**src/hw/burst_read_cfg.svh**
```systemverilog
`ifndef BURST_READ_CFG_SVH
`define BURST_READ_CFG_SVH
// Register word offsets (byte addresses)
`define OFS_CONFIG      4'h0
`define OFS_SEED        4'h4
`define OFS_STATUS      4'h8
// Configuration fields
`define CFG_LAT_LSB     0
`define CFG_LAT_MSB     2
`define CFG_FALL_BIT    3
`define CFG_WRAP_BIT    4
`define CFG_LATE_BIT    5
`define CFG_HD_BIT      6
// Reset values
`define CFG_RESET       32'h0000_0007
`define SEED_RESET      16'h0000
// Latency limits and boundary padding
`define LAT_MIN         3'h2
`define LAT_MAX         3'h7
`define PAD_LOW         3'h2
`define PAD_HIGH        3'h3
`define PAD_SPLIT       3'h6
`define BOUNDARY_MASK   6'h3f
`endif

```
**src/hw/burst_read_pkg.sv**
```systemverilog
package burst_read_pkg;
  typedef enum logic [1:0] {
    ST_IDLE  = 2'b00,
    ST_LAT   = 2'b01,
    ST_DATA  = 2'b10,
    ST_BOUND = 2'b11
  } burst_state_t;
endpackage

```
**src/hw/sync_burst_read_interface.sv**
```systemverilog
// The Wishbone register port and the register offsets are this design's own decisions.
`timescale 1ns/1ps
`include "burst_read_cfg.svh"
module sync_burst_read_interface #(
  parameter int ADDR_W = 22
) (
  input  wire logic              clock,
  input  wire logic              nrst,
  input  wire logic              burstClk,
  input  wire logic              chipEnableN,
  input  wire logic              address_valid_strobe_n,
  input  wire logic              outputEnableN,
  input  wire logic [ADDR_W-1:0] addrIn,
  output logic [15:0]            dataOut,
  output logic                   dataOe,
  output logic                   ready,
  input  wire logic              wb_cyc_i,
  input  wire logic              wb_stb_i,
  input  wire logic              wb_we_i,
  input  wire logic [3:0]        wb_adr_i,
  input  wire logic [3:0]        wb_sel_i,
  input  wire logic [31:0]       wb_dat_i,
  output logic [31:0]            wb_dat_o,
  output logic                   wb_ack_o
);

  function automatic logic [2:0] clampLat(input logic [2:0] v);
    clampLat = (v < `LAT_MIN) ? `LAT_MIN : v;
  endfunction

  function automatic logic [2:0] padCycles(input logic [2:0] lat,
                                           input logic       hd);
    logic [2:0] base;
    base = (lat >= `PAD_SPLIT) ? `PAD_HIGH : `PAD_LOW;
    padCycles = base + {2'b00, hd};
  endfunction

  // Pin synchronisers
  logic [3:0]        pinS1_r;
  logic [3:0]        pinS2_r;
  logic [1:0]        pinS3_r;
  logic [ADDR_W-1:0] addrS1_r;
  logic [ADDR_W-1:0] addrS2_r;

  always_ff @(posedge clock or negedge nrst) begin
    if (!nrst) begin
      pinS1_r  <= 4'hf;
      pinS2_r  <= 4'hf;
      pinS3_r  <= 2'h3;
      addrS1_r <= '0;
      addrS2_r <= '0;
    end else begin
      pinS1_r  <= {outputEnableN, address_valid_strobe_n, chipEnableN,
                   burstClk};
      pinS2_r  <= pinS1_r;
      pinS3_r  <= {pinS2_r[2], pinS2_r[0]};
      addrS1_r <= addrIn;
      addrS2_r <= addrS1_r;
    end
  end

  logic clkS;
  logic ceS;
  logic avdS;
  logic oeS;
  assign clkS = pinS2_r[0];
  assign ceS  = pinS2_r[1];
  assign avdS = pinS2_r[2];
  assign oeS  = pinS2_r[3];

  // Configuration registers
  logic [31:0] cfg_r;
  logic [15:0] seed_r;
  logic        wbReq;
  assign wbReq = wb_cyc_i & wb_stb_i & ~wb_ack_o;

  logic       fallEdge;
  logic       wrapMode;
  logic       lateReady;
  logic       highDensity;
  logic [2:0] cfgLat;
  assign fallEdge    = cfg_r[`CFG_FALL_BIT];
  assign wrapMode    = cfg_r[`CFG_WRAP_BIT];
  assign lateReady   = cfg_r[`CFG_LATE_BIT];
  assign highDensity = cfg_r[`CFG_HD_BIT];
  assign cfgLat      = clampLat(cfg_r[`CFG_LAT_MSB:`CFG_LAT_LSB]);

  // Active edge and address capture events
  logic actEdge;
  logic avdRise;
  logic avdFall;
  assign actEdge = fallEdge ? (pinS3_r[0] & ~clkS)
                            : (~pinS3_r[0] & clkS);
  assign avdRise = ~pinS3_r[1] & avdS;
  assign avdFall = pinS3_r[1] & ~avdS;

  logic pending_r;
  logic capEv;
  assign capEv = pending_r & ~ceS & ((actEdge & ~avdS) | avdRise);

  always_ff @(posedge clock or negedge nrst) begin
    if (!nrst) begin
      pending_r <= 1'b0;
    end else if (ceS) begin
      pending_r <= 1'b0;
    end else if (avdFall) begin
      pending_r <= 1'b1;
    end else if (capEv) begin
      pending_r <= 1'b0;
    end
  end

  // Burst engine
  burst_read_pkg::burst_state_t state_r;
  logic [ADDR_W-1:0] burstAddr_r;
  logic [2:0]        cnt_r;
  logic [2:0]        lat_r;
  logic              vAhead_r;
  logic              dValid_r;
  logic [ADDR_W-1:0] nextAddr;

  always_comb begin
    nextAddr = burstAddr_r + {{(ADDR_W-1){1'b0}}, 1'b1};
    if (wrapMode) begin
      nextAddr[2:0] = burstAddr_r[2:0] + 3'h1;
      nextAddr[ADDR_W-1:3] = burstAddr_r[ADDR_W-1:3];
    end
  end

  // Look-ahead of the valid flag, so early ready leads the data
  logic atBound;
  logic vAheadNxt;
  assign atBound = !wrapMode
                   && ((nextAddr[5:0] & `BOUNDARY_MASK) == 6'h00);

  always_comb begin
    vAheadNxt = vAhead_r;
    if (ceS || capEv) begin
      vAheadNxt = 1'b0;
    end else if (actEdge) begin
      case (state_r)
        burst_read_pkg::ST_LAT:   vAheadNxt = (cnt_r == 3'h0);
        burst_read_pkg::ST_DATA:  vAheadNxt = ~atBound;
        burst_read_pkg::ST_BOUND: vAheadNxt = (cnt_r == 3'h0);
        default:                  vAheadNxt = 1'b0;
      endcase
    end
  end

  always_ff @(posedge clock or negedge nrst) begin
    if (!nrst) begin
      state_r     <= burst_read_pkg::ST_IDLE;
      burstAddr_r <= '0;
      cnt_r       <= 3'h0;
      lat_r       <= `LAT_MIN;
      vAhead_r    <= 1'b0;
    end else if (ceS) begin
      state_r  <= burst_read_pkg::ST_IDLE;
      vAhead_r <= 1'b0;
    end else if (capEv) begin
      state_r     <= burst_read_pkg::ST_LAT;
      burstAddr_r <= addrS2_r;
      lat_r       <= cfgLat;
      cnt_r       <= cfgLat - `LAT_MIN;
      vAhead_r    <= 1'b0;
    end else if (actEdge) begin
      case (state_r)
        burst_read_pkg::ST_LAT: begin
          if (cnt_r == 3'h0) begin
            state_r  <= burst_read_pkg::ST_DATA;
            vAhead_r <= 1'b1;
          end else begin
            cnt_r <= cnt_r - 3'h1;
          end
        end
        burst_read_pkg::ST_DATA: begin
          burstAddr_r <= nextAddr;
          if (atBound) begin
            state_r  <= burst_read_pkg::ST_BOUND;
            cnt_r    <= padCycles(lat_r, highDensity) - 3'h1;
            vAhead_r <= 1'b0;
          end else begin
            vAhead_r <= 1'b1;
          end
        end
        burst_read_pkg::ST_BOUND: begin
          if (cnt_r == 3'h0) begin
            state_r  <= burst_read_pkg::ST_DATA;
            vAhead_r <= 1'b1;
          end else begin
            cnt_r <= cnt_r - 3'h1;
          end
        end
        default: begin
          vAhead_r <= 1'b0;
        end
      endcase
    end
  end

  // Output stage: data one edge behind the look-ahead valid
  always_ff @(posedge clock or negedge nrst) begin
    if (!nrst) begin
      dValid_r <= 1'b0;
      ready    <= 1'b0;
      dataOut  <= 16'h0000;
    end else if (ceS) begin
      dValid_r <= 1'b0;
      ready    <= 1'b0;
    end else if (actEdge) begin
      dValid_r <= vAhead_r;
      dataOut  <= burstAddr_r[15:0] ^ seed_r;
      ready    <= lateReady ? vAhead_r : vAheadNxt;
    end
  end

  always_ff @(posedge clock or negedge nrst) begin
    if (!nrst) begin
      dataOe <= 1'b0;
    end else begin
      dataOe <= ~ceS & ~oeS;
    end
  end

  // Wishbone slave
  always_ff @(posedge clock or negedge nrst) begin
    if (!nrst) begin
      wb_ack_o <= 1'b0;
      wb_dat_o <= 32'h0000_0000;
      cfg_r    <= `CFG_RESET;
      seed_r   <= `SEED_RESET;
    end else begin
      wb_ack_o <= wbReq;
      if (wbReq && wb_we_i) begin
        case (wb_adr_i)
          `OFS_CONFIG: begin
            if (wb_sel_i[0]) begin
              cfg_r[7:0] <= wb_dat_i[7:0];
            end
          end
          `OFS_SEED: begin
            if (wb_sel_i[0]) begin
              seed_r[7:0] <= wb_dat_i[7:0];
            end
            if (wb_sel_i[1]) begin
              seed_r[15:8] <= wb_dat_i[15:8];
            end
          end
          default: begin
          end
        endcase
      end
      if (wbReq && !wb_we_i) begin
        case (wb_adr_i)
          `OFS_CONFIG: wb_dat_o <= {24'h00_0000, cfg_r[7:0]};
          `OFS_SEED:   wb_dat_o <= {16'h0000, seed_r};
          `OFS_STATUS: wb_dat_o <= {6'h00, state_r, dValid_r,
                                    {(23-ADDR_W){1'b0}}, burstAddr_r};
          default:     wb_dat_o <= 32'h0000_0000;
        endcase
      end
    end
  end

  // Helper counters for checks
  logic [3:0] edgeCnt_r;
  logic [2:0] gap_r;
  logic       firstPend_r;
  logic       inBound;
  assign inBound = (state_r == burst_read_pkg::ST_BOUND);

  always_ff @(posedge clock or negedge nrst) begin
    if (!nrst) begin
      edgeCnt_r   <= 4'h0;
      gap_r       <= 3'h0;
      firstPend_r <= 1'b0;
    end else begin
      if (capEv) begin
        edgeCnt_r   <= 4'h0;
        firstPend_r <= 1'b1;
      end else if (actEdge && edgeCnt_r != 4'hf) begin
        edgeCnt_r <= edgeCnt_r + 4'h1;
      end
      if (dValid_r) begin
        firstPend_r <= 1'b0;
      end
      if (!inBound) begin
        gap_r <= 3'h0;
      end else if (actEdge) begin
        gap_r <= gap_r + 3'h1;
      end
    end
  end

  addr_capture_a: assert property (@(posedge clock) disable iff (!nrst)
    capEv && !ceS |=> burstAddr_r == $past(addrS2_r))
    else $error("burst address not captured");

  init_latency_a: assert property (@(posedge clock) disable iff (!nrst)
    $rose(dValid_r) && firstPend_r |-> edgeCnt_r == {1'b0, lat_r})
    else $error("initial latency count wrong");

  boundary_pad_a: assert property (@(posedge clock) disable iff (!nrst)
    $fell(inBound) && !ceS && !highDensity
      |-> gap_r == padCycles(lat_r, 1'b0))
    else $error("boundary padding count wrong");

  active_edge_a: assert property (@(posedge clock) disable iff (!nrst)
    !actEdge && !ceS && !capEv |=> $stable(dValid_r) && $stable(ready))
    else $error("output moved off active edge");

  wrap_range_a: assert property (@(posedge clock) disable iff (!nrst)
    wrapMode && state_r == burst_read_pkg::ST_DATA && actEdge && !ceS
      && !capEv
      |=> burstAddr_r[ADDR_W-1:3] == $past(burstAddr_r[ADDR_W-1:3])
        && burstAddr_r[2:0] == $past(burstAddr_r[2:0]) + 3'h1)
    else $error("wrap burst left aligned range");

  early_ready_a: assert property (@(posedge clock) disable iff (!nrst)
    $rose(dValid_r) && !lateReady && $stable(lateReady) |-> $past(ready))
    else $error("ready not ahead of data");

  dense_pad_a: assert property (@(posedge clock) disable iff (!nrst)
    $fell(inBound) && !ceS && highDensity
      |-> gap_r == padCycles(lat_r, 1'b1))
    else $error("dense boundary padding wrong");

endmodule

```
**config.mk**
```make
export PLATFORM = sky130hd
export DESIGN_NAME = sync_burst_read_interface
export DESIGN_NICKNAME = d
export VERILOG_FILES = /design/src/hw/burst_read_pkg.sv /design/src/hw/sync_burst_read_interface.sv
export VERILOG_INCLUDE_DIRS = /design/src /design/src/hw
export SDC_FILE = /design/constraint.sdc
export NUM_CORES = 1
export LEC_CHECK = 0
export BUFFER_PORTS_ARGS = -buffer_cell sky130_fd_sc_hd__buf_2
export CORE_UTILIZATION = 55
export DETAILED_ROUTE_END_ITERATION = 6
export GPL_TIMING_DRIVEN = 0
export PLACE_DENSITY = 0.79
export SLEW_MARGIN = 10
export SYNTH_ARGS = -nofsm -noshare
export SYNTH_HDL_FRONTEND = slang
export SYNTH_SLANG_ARGS = --single-unit
```
**constraint.sdc**
```tcl
create_clock -name clock -period 2.5 [get_ports clock]
set_input_delay 0 -clock clock [delete_from_list [all_inputs] [get_ports clock]]
set_output_delay 0 -clock clock [all_outputs]
set_load 0.01 [all_outputs]
```
==> flow_summary.yaml <==
timing:
  min_period_ns: 2.380
  finalMaxSlewViolations: 0
  relSlewSlack_pct: 37.95
  rsz0062_at_grt: "false"
  final.period_utilization_pct: 95.19
  setup_violations: 0
  fmax_mhz: 420.2
  setup_ws_ns: 0.1204
  hold_viol: 0
  clock_skew_ns: 0.01042
  worst_pin_slew_ns: 0.9237
global_routing:
  grt_usage_pct: 27.43
  grt_pass1_wl_mm: 24.41
  antenna_found_initial: 0
  grt_pass1_vias: 4812
  grt_max_degree: 85
  grt_remaining_overflow: 0
synth:
  seq_area_frac_synth_pct: 60.23
  syn_area_per_cell_um2: 11.58
  synthSimpleGateAreaFrac_pct: 12.65
  ys_types: 62
  synth_area_um2: 6427
  yosys_warnings: 0
  yosys-top-cells-area: "dfrtp_1, dfstp_2, mux2_2"
  synth_top_area_share_pct: 54.51
  synth_top_cell_by_area: "dfrtp_1"
  synth_edf_count: 0
  muxShareOfSynthArea_pct: 6.054
  synth_top_family_by_area: "compound AO/OA/AOI/OAI gates"
  synth_xor_xnor_area_share_pct: 3.543
  async_flop_share_pct: 100.0
  synth-seq-cells: 154
  synthFlopType: "dfrtp_1"
  synth_compound_area_share_pct: 13.30
  synthAdderAreaFrac_pct: 0.9733
  netlist_instances: 555
routing:
  drtPass1Iterations: 5
  post-route-drc-count: 0
  drtIter0Drc: 413
  wl_per_cell_um: 17.66
  vias: 5048
  ant_nets: 0
  via_per_inst: 5.743
  routed_wirelength_mm: 15.52
finish:
  final_common_cell: "dfrtp_1"
  n_antenna_cell: 0
  final_layout_size_suffix_gt1_share_pct: 26.36
  finalNetCount: 799
  final_cell_mix: "dfrtp_1, buf_2, nor2_1"
  final_core_util_pct: 72.07
  syn2layout_area_growth_pct: 28.03
setup_path:
  cp-end-kind: "flip-flop"
  required_ns: 2.85
  crit_slowest_cell: "dfstp_2"
  critical_path.top_delay_family: "buffers and inverters"
  crit_chain: "clkbuf_1 > clkbuf_1 > buf_1 > clkbuf_2 > nand2_1 > a21oi_1"
  slowest_delay_ns: 0.51
  crit_path_frequent_cell: "clkbuf_1"
  cp.arrival_ns: 2.73
  cp_num_buf_inv: 4
  crit_type: "flip-flop to flip-flop"
  r2r_setup_slack_ns: 0.12
  path_max_fanout: 10
  critPathLaunchType: "flip-flop"
clock_tree:
  clk_latency_ns: 0.43
  cts_tree: "yes"
  clkSlewWorstSetupHoldPaths_ns: 0.06
  cts_root_buffer: "clkbuf_16"
  max-clock-path-buffers: 2
  cts_buffers: 17
  htreeDepth: 4
  clkSinkCount: 154
die:
  initial_core_util_pct: 56.29
  fp.dieW_um: 110.1
  die_height_um: 110.1
  placeableCoreArea_um2: 11420
  rows: 39
  die-area_um2: 12120
  io_pins: 122
place:
  place_ws_ns: -0.01598
  io_buffers: 96
  dp_hpwl_mm: 10.11
  place_congestion: 0.9300
pwr:
  finalPower_mw: 6.645
  ir_drop_mv: 0.7004
  leakagePower_nw: 3.701
  power_density_nw_per_um2: 807.5
min_path:
  hold_class: "input pin to flip-flop"
outcome:
  status: "finished, final reports clean"
flow_run:
  maxCapViolCount: 0
stage by stage:
step	TNS [ns]	cell area, um2	hold slack (ns)	std cells
after floorplan	0	6450	-0.2956	561
after global placement	-87.57	7109	0.1048	800
after detailed placement	-0.01598	7147	-0.01794	801
after CTS	0	8199	0.005869	878
after global routing	0	8229	0.02696	879
final	0	8229	0.02334	879
sequential cells by signal, indices dropped and copies added, names as in the netlist, 8 cells and up:
| register | count |
|---|---|
| wb_dat_o | 25 |
| addrS1_r | 22 |
| addrS2_r | 22 |
| burstAddr_r | 22 |
| dataOut | 16 |
| seed_r | 16 |
| cfg_r | 8 |
power breakdown:
group | internal (mW) | total [mW] | switching, mW
clock | 1.57 | 2.55 | 0.977
combinational | 0.485 | 1.07 | 0.582
sequential | 2.80 | 3.03 | 0.224
total | 4.86 | 6.65 | 1.78
cell usage after synthesis (all sizes together) (3+ instances only):
cell	n
ha	5
inv	6
nor2	72
nor3b	3
buf	13
or3	3
clkbuf	26
dfstp	14
nand2	41
dfrtp	140
a21oi	30
a211oi	4
nor3	5
xnor2	18
xor2	8
mux2	31
nand4	8
a31oi	5
a22o	9
o21ai	21
a41oi	3
mux2i	4
nand3	12
a221oi	17
and3	5
nand2b	7
a2bb2oi	3
repair_timing:
action | 4_1_cts | 5_1_grt
gates resized for setup | 0 | 5
endpoints found under the setup margin | 1 | 29
hold endpoints to repair | 121 | 0
pin swaps | 1 | 1
buffers inserted | 0 | 1
hold buffers | 45 | 0
logic make-up after synthesis:
logic type | count (synthesis)
other cells | 1
compound gates | 117
simple gates | 172
xor+xnor | 26
fa+ha+maj | 5
flops | 154
buf+inv | 45
mux | 35
worst paths after layout:
check                                            start                           to  cells past startpoint
worst max register to register    pinS2_r[1]$_DFF_PN1_  burstAddr_r[15]$_DFFE_PN0P_                      6
worst min register to register  addrS1_r[19]$_DFF_PN0_       addrS2_r[19]$_DFF_PN0_                      0
worst max-delay path              pinS2_r[1]$_DFF_PN1_  burstAddr_r[15]$_DFFE_PN0P_                      6
min in group asynchronous                         nrst      wb_dat_o[1]$_DFFE_PN0P_                      2
max in group asynchronous                         nrst         pinS3_r[0]$_DFF_PN1_                      3
worst min-delay path                           wb_we_i      wb_dat_o[3]$_DFFE_PN0P_                      4
per-layer routing:
| layer | up-vias | routed length (um) | global-route usage (%) |
|---|---|---|---|
| li1 | 2308 | - | - |
| met1 | 2517 | 6771 | 35.50 |
| met2 | 200 | 7683 | 44.73 |
| met3 | 23 | 835 | 6.820 |
| met4 | 0 | 231 | 10.53 |
| met5 | - | 0 | 0 |
layout make-up:
| cell class | instances | area (um2) |
|---|---|---|
| sequential | 154 | 3871 |
| fill | 801 | 3189 |
| multi-input combinational | 362 | 2395 |
| timing repair buffer | 143 | 975.9 |
| clock buffer | 22 | 484.2 |
| buffer | 39 | 183.9 |
| tap | 143 | 178.9 |
| clock inverter | 10 | 117.6 |
| inverter | 6 | 22.52 |
worst reg2reg max path: cells and delay by family, from the launching register on:
| kind | cells | cell delay [ns] |
|---|---|---|
| buffers and inverters | 4 | 1.59 |
| flip-flops | 1 | 0.51 |
| AO/OA/AOI/OAI | 1 | 0.13 |
| AND/OR/NAND/NOR | 1 | 0.09 |
No activity file was read; power rests on OpenSTA's default activity.
